File: src/dtc_pkg.sv
// constants for the dual timer/counter with cascade
// assumes a 50 MHz pclk standing in for the oscillator, apb register access
package dtc_pkg;

  // ----------------------------------------
  // machine cycle timing
  // ----------------------------------------
  localparam int unsigned OSC_PER_MC = 12;
  localparam logic [3:0] PH_INCREMENT = 4'h4;
  localparam logic [3:0] PH_FLAG = 4'h8;
  localparam logic [3:0] PH_SAMPLE = 4'h9;

  // ----------------------------------------
  // register offsets
  // ----------------------------------------
  localparam logic [7:0] ADDR_MODE = 8'h00;
  localparam logic [7:0] ADDR_CONTROL = 8'h04;
  localparam logic [7:0] ADDR_CONFIG = 8'h08;
  localparam logic [7:0] ADDR_CL0 = 8'h0c;
  localparam logic [7:0] ADDR_CH0 = 8'h10;
  localparam logic [7:0] ADDR_CL1 = 8'h14;
  localparam logic [7:0] ADDR_CH1 = 8'h18;

  // ----------------------------------------
  // field positions
  // ----------------------------------------
  localparam int unsigned MODE_GATE_FIRST = 3;
  localparam int unsigned MODE_SEL_FIRST = 2;
  localparam int unsigned MODE_GATE_SECOND = 7;
  localparam int unsigned MODE_SEL_SECOND = 6;
  localparam int unsigned CTRL_FLAG_SECOND = 7;
  localparam int unsigned CTRL_RUN_SECOND = 6;
  localparam int unsigned CTRL_FLAG_FIRST = 5;
  localparam int unsigned CTRL_RUN_FIRST = 4;
  localparam int unsigned CFG_CASCADE = 6;

  // ----------------------------------------
  // reset values
  // ----------------------------------------
  localparam logic [7:0] RST_MODE = 8'h00;
  localparam logic [7:0] RST_CONTROL = 8'h00;
  localparam logic [7:0] RST_CONFIG = 8'h00;
  localparam logic [7:0] RST_COUNT = 8'h00;

  // ----------------------------------------
  // enumerations
  // ----------------------------------------
  typedef enum logic [1:0] {
    MODE_13BIT = 2'b00,
    MODE_16BIT = 2'b01,
    MODE_RELOAD = 2'b10,
    MODE_SPLIT = 2'b11
  } dtc_mode_t;

  typedef enum logic [1:0] {
    BUS_IDLE = 2'b01,
    BUS_ANSWER = 2'b10
  } dtc_bus_t;

endpackage

File: src/dtc_phase.sv
// machine cycle phase generator: one-cycle phase strobes
// assumes pclk is the oscillator; one machine cycle is CYCLE_LEN clocks
`timescale 1ns/1ps
module dtc_phase #(
  parameter int unsigned CYCLE_LEN = dtc_pkg::OSC_PER_MC
) (
  input wire logic pclk,
  input wire logic presetn,
  output logic increment_phase,
  output logic flag_phase,
  output logic sample_phase
);

  if (CYCLE_LEN < 10 || CYCLE_LEN > 16) begin : g_bad_len
    $error("dtc_phase: CYCLE_LEN out of range");
  end

  typedef struct packed {
    logic [3:0] cnt;
    logic inc;
    logic flg;
    logic smp;
  } dtc_phase_state_t;

  dtc_phase_state_t s;
  dtc_phase_state_t next_s;
  localparam logic [3:0] LAST = 4'(CYCLE_LEN - 1);

  // ----------------------------------------
  // state positions within a machine cycle
  // ----------------------------------------
  always_comb begin
    next_s = s;
    next_s.cnt = (s.cnt == LAST) ? 4'h0 : s.cnt + 4'h1;
    next_s.inc = (next_s.cnt == dtc_pkg::PH_INCREMENT);
    next_s.flg = (next_s.cnt == dtc_pkg::PH_FLAG);
    next_s.smp = (next_s.cnt == dtc_pkg::PH_SAMPLE);
  end

  always_ff @(posedge pclk or negedge presetn) begin
    if (!presetn) begin
      s <= '0;
    end else begin
      s <= next_s;
    end
  end

  assign increment_phase = s.inc;
  assign flag_phase = s.flg;
  assign sample_phase = s.smp;

endmodule

File: src/dtc_timer.sv
// dual 16-bit timer/counter with 32-bit cascade, apb register slave
// assumes pins arrive asynchronously, apb master on pclk, vector acks on pclk
//
// How it works
// - timer function adds one per machine cycle of twelve clocks
// - counter function samples count input at sample phase, counts high-then-low
// - detected fall shows in count at next increment phase
// - one fall needs two machine cycles, so rate at most clock/24
// - mode register: second timer upper nibble, first lower, gate bits 7 and 3
// - select bit clear counts machine cycles, set counts count input
// - counts only with run set and gate off or gate input high
// - mode 0 is 13 bits, high byte plus low five bits, rollover sets flag
// - setting run never touches the count registers
// - mode 1 counts all 16 bits of both bytes
// - mode 2 low byte counts, overflow sets flag and reloads from high byte
// - mode field 00 13-bit, 01 16-bit, 10 reload, 11 split or halt
// - second timer in mode 3 holds as if run were clear
// - first timer mode 3: low byte own controls, high byte uses second run/flag
// - then second timer runs outside its mode 3, no flag, overflow tick out
// - control register: runs at bits 6 and 4, flags at 7 and 5
// - cascade joins timers into 32 bits, first timer low half
// - cascade bit starts and stops 32-bit count; clear returns to own modes
// - 32-bit timer steps at increment phase, carry silent, top sets flag later
// - 32-bit counter uses first count input falls across two samples
//
// Implementation choices: register access over APB and the address map.
`timescale 1ns/1ps
module dtc_timer #(
  parameter int unsigned ADDR_W = 8
) (
  input wire logic pclk,
  input wire logic presetn,
  input wire logic psel,
  input wire logic penable,
  input wire logic pwrite,
  input wire logic [ADDR_W-1:0] paddr,
  input wire logic [31:0] pwdata,
  input wire logic [3:0] pstrb,
  output logic [31:0] prdata,
  output logic pready,
  output logic pslverr,
  input wire logic count_input_first,
  input wire logic count_input_second,
  input wire logic gate_input_first,
  input wire logic gate_input_second,
  input wire logic vector_ack_first,
  input wire logic vector_ack_second,
  output logic overflow_flag_first,
  output logic overflow_flag_second,
  output logic second_overflow_tick
);

  if (ADDR_W < 8 || ADDR_W > 32) begin : g_bad_addr
    $error("dtc_timer: ADDR_W out of range");
  end

  typedef struct packed {
    dtc_pkg::dtc_bus_t bus;
    logic [31:0] rdata;
    logic err;
    logic [7:0] mode;
    logic [7:4] ctrl;
    logic [7:0] cfg;
    logic [7:0] cl0;
    logic [7:0] ch0;
    logic [7:0] cl1;
    logic [7:0] ch1;
    logic [2:0][3:0] sync;
    logic [3:0] lvl;
    logic [1:0] smp;
    logic [1:0] pend;
    logic pend32;
    logic tick;
  } dtc_state_t;

  dtc_state_t s;
  dtc_state_t next_s;
  logic inc_ph;
  logic flg_ph;
  logic smp_ph;
  logic tick0;
  logic tick1;
  logic gok0;
  logic gok1;
  logic [16:0] r0;
  logic [16:0] r1;
  logic [32:0] sum32;
  logic [8:0] sum8;
  logic wr_any;

  // ----------------------------------------
  // machine cycle phases
  // ----------------------------------------
  dtc_phase #(
    .CYCLE_LEN(dtc_pkg::OSC_PER_MC)
  ) u_phase (
    .pclk(pclk),
    .presetn(presetn),
    .increment_phase(inc_ph),
    .flag_phase(flg_ph),
    .sample_phase(smp_ph)
  );

  // ----------------------------------------
  // helpers
  // ----------------------------------------
  function automatic logic addr_hit(input logic [ADDR_W-1:0] a);
    logic [7:0] lo;
    begin
      lo = a[7:0];
      addr_hit = (a[ADDR_W-1:0] >> 8) == '0 && lo <= dtc_pkg::ADDR_CH1 && lo[1:0] == 2'b00;
    end
  endfunction

  // one step of a timer in modes 0..2; returns overflow, high, low
  function automatic logic [16:0] step(input logic [1:0] m, input logic [7:0] hi,
                                       input logic [7:0] lo);
    logic [13:0] s13;
    logic [16:0] s16;
    logic [8:0] s8;
    begin
      s13 = {1'b0, hi, lo[4:0]} + 14'h1;
      s16 = {1'b0, hi, lo} + 17'h1;
      s8 = {1'b0, lo} + 9'h1;
      case (m)
        dtc_pkg::MODE_13BIT: step = {s13[13], s13[12:5], lo[7:5], s13[4:0]};
        dtc_pkg::MODE_16BIT: step = s16;
        dtc_pkg::MODE_RELOAD: step = s8[8] ? {1'b1, hi, hi} : {1'b0, hi, s8[7:0]};
        default: step = {1'b0, hi, lo};
      endcase
    end
  endfunction

  assign wr_any = psel && penable && pwrite && s.bus == dtc_pkg::BUS_ANSWER;

  // ----------------------------------------
  // next state
  // ----------------------------------------
  always_comb begin
    next_s = s;
    tick0 = 1'b0;
    tick1 = 1'b0;
    gok0 = 1'b0;
    gok1 = 1'b0;
    r0 = '0;
    r1 = '0;
    sum32 = '0;
    sum8 = '0;
    next_s.tick = 1'b0;
    // pin synchronisers, level moves once stages two and three agree
    next_s.sync = {s.sync[1:0],
                   {gate_input_second, gate_input_first, count_input_second, count_input_first}};
    for (int i = 0; i < 4; i++) begin
      if (s.sync[1][i] == s.sync[2][i]) begin
        next_s.lvl[i] = s.sync[2][i];
      end
    end
    // vector clears, overridden below by any set
    if (vector_ack_first) begin
      next_s.ctrl[dtc_pkg::CTRL_FLAG_FIRST] = 1'b0;
    end
    if (vector_ack_second) begin
      next_s.ctrl[dtc_pkg::CTRL_FLAG_SECOND] = 1'b0;
    end
    // falling edge across two samples
    if (smp_ph) begin
      next_s.smp = s.lvl[1:0];
      for (int i = 0; i < 2; i++) begin
        if (s.smp[i] && !s.lvl[i]) begin
          next_s.pend[i] = 1'b1;
        end
      end
    end
    if (inc_ph) begin
      next_s.pend = 2'b00;
      tick0 = s.mode[dtc_pkg::MODE_SEL_FIRST] ? s.pend[0] : 1'b1;
      tick1 = s.mode[dtc_pkg::MODE_SEL_SECOND] ? s.pend[1] : 1'b1;
      gok0 = !s.mode[dtc_pkg::MODE_GATE_FIRST] || s.lvl[2];
      gok1 = !s.mode[dtc_pkg::MODE_GATE_SECOND] || s.lvl[3];
      if (s.cfg[dtc_pkg::CFG_CASCADE]) begin
        if (tick0 && gok0) begin
          sum32 = {1'b0, s.ch1, s.cl1, s.ch0, s.cl0} + 33'h1;
          {next_s.ch1, next_s.cl1, next_s.ch0, next_s.cl0} = sum32[31:0];
          if (sum32[32]) begin
            next_s.pend32 = 1'b1;
          end
        end
      end else if (s.mode[1:0] == dtc_pkg::MODE_SPLIT) begin
        if (s.ctrl[dtc_pkg::CTRL_RUN_FIRST] && gok0 && tick0) begin
          sum8 = {1'b0, s.cl0} + 9'h1;
          next_s.cl0 = sum8[7:0];
          if (sum8[8]) begin
            next_s.ctrl[dtc_pkg::CTRL_FLAG_FIRST] = 1'b1;
          end
        end
        if (s.ctrl[dtc_pkg::CTRL_RUN_SECOND]) begin
          r0 = {8'h00, 1'b0, s.ch0} + 17'h1;
          next_s.ch0 = r0[7:0];
          if (r0[8]) begin
            next_s.ctrl[dtc_pkg::CTRL_FLAG_SECOND] = 1'b1;
          end
        end
        if (s.mode[5:4] != dtc_pkg::MODE_SPLIT && gok1 && tick1) begin
          r1 = step(s.mode[5:4], s.ch1, s.cl1);
          {next_s.ch1, next_s.cl1} = r1[15:0];
          next_s.tick = r1[16];
        end
      end else begin
        if (s.ctrl[dtc_pkg::CTRL_RUN_FIRST] && gok0 && tick0) begin
          r0 = step(s.mode[1:0], s.ch0, s.cl0);
          {next_s.ch0, next_s.cl0} = r0[15:0];
          if (r0[16]) begin
            next_s.ctrl[dtc_pkg::CTRL_FLAG_FIRST] = 1'b1;
          end
        end
        if (s.mode[5:4] != dtc_pkg::MODE_SPLIT && s.ctrl[dtc_pkg::CTRL_RUN_SECOND] && gok1
            && tick1) begin
          r1 = step(s.mode[5:4], s.ch1, s.cl1);
          {next_s.ch1, next_s.cl1} = r1[15:0];
          next_s.tick = r1[16];
          if (r1[16]) begin
            next_s.ctrl[dtc_pkg::CTRL_FLAG_SECOND] = 1'b1;
          end
        end
      end
    end
    if (flg_ph && s.pend32) begin
      next_s.pend32 = 1'b0;
      next_s.ctrl[dtc_pkg::CTRL_FLAG_SECOND] = 1'b1;
    end
    // apb slave: read data latched in first access cycle, write on answer edge
    case (s.bus)
      dtc_pkg::BUS_IDLE: begin
        if (psel && penable) begin
          next_s.bus = dtc_pkg::BUS_ANSWER;
          next_s.err = !addr_hit(paddr);
          next_s.rdata = 32'h0000_0000;
          case (paddr[7:0])
            dtc_pkg::ADDR_MODE: next_s.rdata[7:0] = s.mode;
            dtc_pkg::ADDR_CONTROL: next_s.rdata[7:0] = {s.ctrl, 4'h0};
            dtc_pkg::ADDR_CONFIG: next_s.rdata[7:0] = s.cfg;
            dtc_pkg::ADDR_CL0: next_s.rdata[7:0] = s.cl0;
            dtc_pkg::ADDR_CH0: next_s.rdata[7:0] = s.ch0;
            dtc_pkg::ADDR_CL1: next_s.rdata[7:0] = s.cl1;
            dtc_pkg::ADDR_CH1: next_s.rdata[7:0] = s.ch1;
            default: next_s.rdata = 32'h0000_0000;
          endcase
        end
      end
      dtc_pkg::BUS_ANSWER: begin
        next_s.bus = dtc_pkg::BUS_IDLE;
        next_s.err = 1'b0;
        if (pwrite && !s.err && pstrb[0]) begin
          case (paddr[7:0])
            dtc_pkg::ADDR_MODE: next_s.mode = pwdata[7:0];
            dtc_pkg::ADDR_CONTROL: next_s.ctrl = pwdata[7:4];
            dtc_pkg::ADDR_CONFIG: next_s.cfg = pwdata[7:0];
            dtc_pkg::ADDR_CL0: next_s.cl0 = pwdata[7:0];
            dtc_pkg::ADDR_CH0: next_s.ch0 = pwdata[7:0];
            dtc_pkg::ADDR_CL1: next_s.cl1 = pwdata[7:0];
            dtc_pkg::ADDR_CH1: next_s.ch1 = pwdata[7:0];
            default: next_s.mode = next_s.mode;
          endcase
        end
      end
      default: next_s.bus = dtc_pkg::BUS_IDLE;
    endcase
  end

  // ----------------------------------------
  // state register
  // ----------------------------------------
  always_ff @(posedge pclk or negedge presetn) begin
    if (!presetn) begin
      s <= '0;
      s.bus <= dtc_pkg::BUS_IDLE;
      s.mode <= dtc_pkg::RST_MODE;
      s.ctrl <= dtc_pkg::RST_CONTROL[7:4];
      s.cfg <= dtc_pkg::RST_CONFIG;
      s.cl0 <= dtc_pkg::RST_COUNT;
      s.ch0 <= dtc_pkg::RST_COUNT;
      s.cl1 <= dtc_pkg::RST_COUNT;
      s.ch1 <= dtc_pkg::RST_COUNT;
    end else begin
      s <= next_s;
    end
  end

  assign prdata = s.rdata;
  assign pready = s.bus[1];
  assign pslverr = s.err;
  assign overflow_flag_first = s.ctrl[dtc_pkg::CTRL_FLAG_FIRST];
  assign overflow_flag_second = s.ctrl[dtc_pkg::CTRL_FLAG_SECOND];
  assign second_overflow_tick = s.tick;
endmodule

File: config.mk
export PLATFORM = sky130hd
export DESIGN_NAME = dtc_timer
export DESIGN_NICKNAME = d
export VERILOG_FILES = /design/src/dtc_pkg.sv /design/src/dtc_phase.sv /design/src/dtc_timer.sv
export SDC_FILE = /design/constraint.sdc
export NUM_CORES = 1
export LEC_CHECK = 0
export ABC_AREA = 1
export BUFFER_PORTS_ARGS = -buffer_cell sky130_fd_sc_hd__buf_2
export CAP_MARGIN = 20
export CORE_MARGIN = 10
export CORE_UTILIZATION = 54
export CTS_CLUSTER_SIZE = 25
export DETAILED_ROUTE_END_ITERATION = 16
export PLACE_DENSITY = 0.75
export SETUP_SLACK_MARGIN = 0.2
export SYNTH_ARGS = -nofsm -noshare
export SYNTH_HDL_FRONTEND = slang
export SYNTH_SLANG_ARGS = --single-unit
File: constraint.sdc
create_clock -name pclk -period 1.8 [get_ports pclk]
set_input_delay 0.09 -clock pclk [delete_from_list [all_inputs] [get_ports pclk]]
set_output_delay 0.09 -clock pclk [all_outputs]
set_load 0.01 [all_outputs]
; Word-level counts from Yosys, hierarchy flattened
; Cells that the tools add are included.
[totals]
regBits = 92
latchBits = 0
ram_bits = 0
rom_bits = 0
in_bits = 55
wordCells = 168
n_memories = 0
[classes]
n_addsub = 9
n_mul = 0
n_div = 0
order_cmp = 1
eq_ne = 23
n_shift = 0
n_mux = 65
n_bitwise = 0
reduce_logical = 43
[op_table]
columns = operator, n
row1 = $mux W17, 10
row2 = $mux W32, 4
row3 = $pmux W17 S3, 2
row4 = $mux W44, 2
row5 = $mux W8, 7
row6 = $pmux W8 S7, 1
row7 = $mux W16, 3
row8 = $mux W35, 1
row9 = $add A16 B1 Y17 const B, 2
row10 = $add A32 B1 Y33 const B, 1
row11 = $mux W1, 29
row12 = $add A13 B1 Y14 const B, 2
row13 = $add A8 B1 Y9 const B, 3
row14 = $eq A8 B5 Y1 const B, 3
row15 = $eq A8 B4 Y1 const B, 2
row16 = $reduce_bool A2 Y1, 8
row17 = $logic_and A1 B1 Y1, 15
row18 = $eq A4 B4 Y1 const B, 3
row19 = $mux W4, 3
row20 = $reduce_and A3 Y1, 3
row21 = $eq A2 B2 Y1 const B, 4
row22 = $eq A8 B3 Y1 const B, 1
row23 = $le A8 B5 Y1 const B, 1
row24 = $logic_not A8 Y1, 1
row25 = other kinds (12), 30

; Depth between registers and ports, before layout
[logic_depth]
ltp_word = 17
depth_mapped = 13
mapped_depth_nobuf = 13

; Cells and area by module
; Synthesis repeated with hierarchy kept, for this count alone.
[unflattened]
cells_unflattened = 1056
hier_area_um2 = 7021.7
[by_module_without_submodules]
columns = module, instances, cells_per_inst, area_each_um2, seq_area_each_um2
row1 = dtc_timer, 1, 1024, 6716.4, 2128.3
row2 = dtc_phase, 1, 32, 305.3, 175.2

; Least setup slack after synthesis
; OpenSTA, ideal clock, no wires.
[synth_path]
kind = register to register
start = register s[38] in the netlist's numbering
end = register s[24] in the netlist's numbering
t_arrival_ns = 1.637
path_slack_ns = 0.045
path_stages_with_launch = 13
path_buffers = 0
cell_sequence = dfrtp_1 -> ha_1 -> inv_1 -> nor2_4 -> nand2_4 -> nor2_8 -> nand2_4 -> nor2_4 -> nand3_2 -> nor2_2 -> nor2_1 -> a21oi_2 -> nor2_1
[synth_rtl]
columns = element, line_no
row1 = from (decl), dtc_timer.sv:76  ; dtc_state_t s;
row2 = from (signal assigned), dtc_timer.sv:285  ; s <= next_s;

==> flow_summary.toml <==
[final_layout]
drive_gt1_frac = 0.354
syn_to_final_growth_pct = 40.0
fin_area_um2 = 9920
finalNonFillerCells = 1442
nets = 1325
antenna_cells = 0

[pwr]
p_sw_frac = 0.256
switchingPower_w = 0.00114
power.density_nw_per_um2 = 450
fin_total_pwr_w = 0.00446
p_leak_nw = 4.93
comb_power_share = 0.070
internal-power_w = 0.00332
peakVddDrop_uv = 550
clkPwrFrac = 0.452
power_frac_seq = 0.478

[grt]
grt_pass1_wl_mm = 44.3
grt_antenna_before_repair = 0
grt_max_degree = 38
overflow = 0
grt.total_usage = 0.313
grt_pass1_vias = 8130

[run_status]
status = "finished, violations left"
violations = "setup timing"

[critical_path]
critPathMaxFanout = 6
critPathKind = "register to register"
critPathArrivalTime_ns = 2.09
setup.worst_path.end_class = "register"
cp-start-kind = "register"
required_ns = 2.05

[sta]
max_slew_margin = 0.654
final.setup.worst_slack_ns = -0.0440
timing.final.crit_share = 1.02
finalCriticalPeriod_ns = 1.84
setup-tns-final_ns = -0.147
hold_viol = 0
finalClockSkew_ns = 0.0112
slew_viol_final = 0
worstMarginPinSlew_ns = 0.519
fmax_mhz = 542
finalSetupViolCount = 5
rsz0062_at_grt = "true"

[floorplanning]
rows = 41
die_h_um = 135
core_um2 = 12700
dieArea_um2 = 18100
initial_utilization = 0.557
pin_count = 92
die_w_um = 135

[drt]
vias_per_cell = 5.97
wirelength_mm = 29.7
drc = 0
vias = 8602
antenna_left = 0
wire_per_inst_um = 20.6
drt-initial-drc-count = 1240
first_pass_iters = 8

[place]
pre_cts_ws_ns = -0.0909
hpwl_mm = 21.5
gp_congestion = 1.03
dp_cells = 1377
placed_area_um2 = 8400
port_buffers = 40

[synthesis]
synth_cell_types = 53
async_flop_share = 1.00
syn_avg_cell_area_um2 = 6.73
seq_area_frac_synth = 0.325
syn_area_um2 = 7090
syn_inst = 1053
ys_warn_count = 0
synth-edff-count = 0
synth_ff_type = "dfrtp_1"
netlist_top_cells_area = "dfrtp_1, nand2_1, o21ai_0, nand3_1, inv_1"
yosys.area.top_type = "dfrtp_1"
synth_top_area_share = 0.321
ys_ff_latch = 92

[clocking]
root_buffer = "clkbuf_16"
clock_path_buffers = 2
clk_pin_slew_ns = 0.07
insertion_delay_ns = 0.36
cts_tree = "done"
ctsHtreeMaxLevel = 3
clock_sinks = 92
cts_buffers = 9

[worst_hold_path]
hold_path.class = "input pin to register"

[flow_run]
cap_violations = 0
## through the flow
stage | hold WS (ns) | utilization
after global placement | 0.0909 | 0.660
after CTS | 0.00223 | 0.741
after detailed placement | 0.0988 | 0.660
after floorplan | -0.206 | -
final | 0.00661 | 0.780
after global routing | 0.0214 | 0.780
## cell families after synthesis
| logic type | count (synthesis) | share of synthesized area |
|---|---|---|
| buf+inv | 178 | 0.117 |
| compound gates | 232 | 0.180 |
| xor+xnor | 11 | 0.0136 |
| simple gates | 530 | 0.349 |
| other cells | 1 | 0.000529 |
| flops | 92 | 0.325 |
| fa+ha+maj | 9 | 0.0145 |
## power groups by stage
stage / Combinational [W] / Clock [W] / Sequential (W)
floorplan: 0.000151 / 0 / 0.00217
global placement: 0.000264 / 0 / 0.00217
detailed placement: 0.000272 / 0 / 0.00217
CTS: 0.000292 / 0.00203 / 0.00214
global route: 0.000337 / 0.00212 / 0.00214
finish: 0.000311 / 0.00202 / 0.00214
## registers in the layout (all words and copies together), names as in the netlist, 4 cells and up
register,count
prdata,8
u_phase.s,4
s,64
next_s,8
## worst max-delay path, stage by stage (launching register included)
cell     delay (ns)
dfrtp_1        0.43
nand2_1        0.12
nor2_4         0.19
nand2_8        0.10
nor2_8         0.18
nand2_4        0.08
nor2_4         0.18
nand2_1        0.07
nand3_1        0.07
nand4_1        0.10
o21ai_1        0.10
inv_1          0.08
## cells in the mapped netlist, drive strengths merged (3+ instances only)
cell type	instances
nand2	282
inv	115
nor2	111
o21ai	103
nand3	95
dfrtp	91
a21oi	84
buf	51
nand4	20
nor3	14
o22ai	14
xor2	11
clkbuf	9
a22oi	7
ha	5
o211ai	5
maj3	4
clkinv	3
nand3b	3
o31ai	3
## routing by layer
| layer | vias up | global-route usage | routed length (um) | part of all wire |
|---|---|---|---|---|
| li1 | 3866 | - | - | - |
| met1 | 3995 | 0.362 | 10900 | 0.37 |
| met2 | 580 | 0.526 | 13900 | 0.47 |
| met3 | 161 | 0.0645 | 2630 | 0.089 |
| met4 | 0 | 0.185 | 2220 | 0.075 |
| met5 | - | 0 | 0 | 0 |
## layout make-up
type | instances | area, um2
clock buffers | 10 | 229
multi-input cells | 806 | 4710
fillers | 966 | 2800
repair buffers | 238 | 1890
inverters | 118 | 475
flip-flops and latches | 92 | 2310
well taps | 172 | 215
clock inverters | 6 | 78.8
## worst paths after layout
| path | startpoint | to | slack [ns] | cells past startpoint |
|---|---|---|---|---|
| max | s[53] | s[32] | -0.04 | 11 |
| min | pwdata[5] | s[43] | 0.007 | 3 |
| max reg2reg | s[53] | s[32] | -0.04 | 11 |
| min in group asynchronous | presetn | u_phase.s[5] | 0.27 | 2 |
| max in group asynchronous | presetn | s[33] | 0.92 | 3 |
| min reg2reg | next_s[16] | next_s[20] | 0.35 | 0 |
## layout by cell type (no fill, tap or decap), drive strengths merged, types with 2 or more instances in the layout
cell type | netlist | final
nand2 | 282 | 282
ha | 5 | 5
buf | 51 | 233
nor2 | 111 | 111
o31ai | 3 | 3
dlygate4sd3 | 0 | 5
clkinv | 3 | 4
a22oi | 7 | 7
clkinvlp | 0 | 2
inv | 115 | 117
a21oi | 84 | 84
o21bai | 2 | 2
xor2 | 11 | 11
o21a | 2 | 2
dfrtp | 91 | 91
nor3 | 14 | 14
nand3 | 95 | 95
o21ai | 103 | 103
nand3b | 3 | 3
a31oi | 2 | 2
o2111ai | 2 | 2
nor4 | 2 | 2
a21o | 2 | 2
maj3 | 4 | 4
o22ai | 14 | 14
nand4 | 20 | 20
conb | 1 | 24
clkbuf | 9 | 10
o211ai | 5 | 5
## timing repair
item | in CTS | in global routing
hold buffers | 5 | 0
endpoints found under the setup margin | 34 | 53
buffers inserted | 27 | 17
gates resized for setup | 143 | 102
pin swaps | 55 | 64
hold endpoints to repair | 38 | 0
No activity file was read; power rests on OpenSTA's default activity.
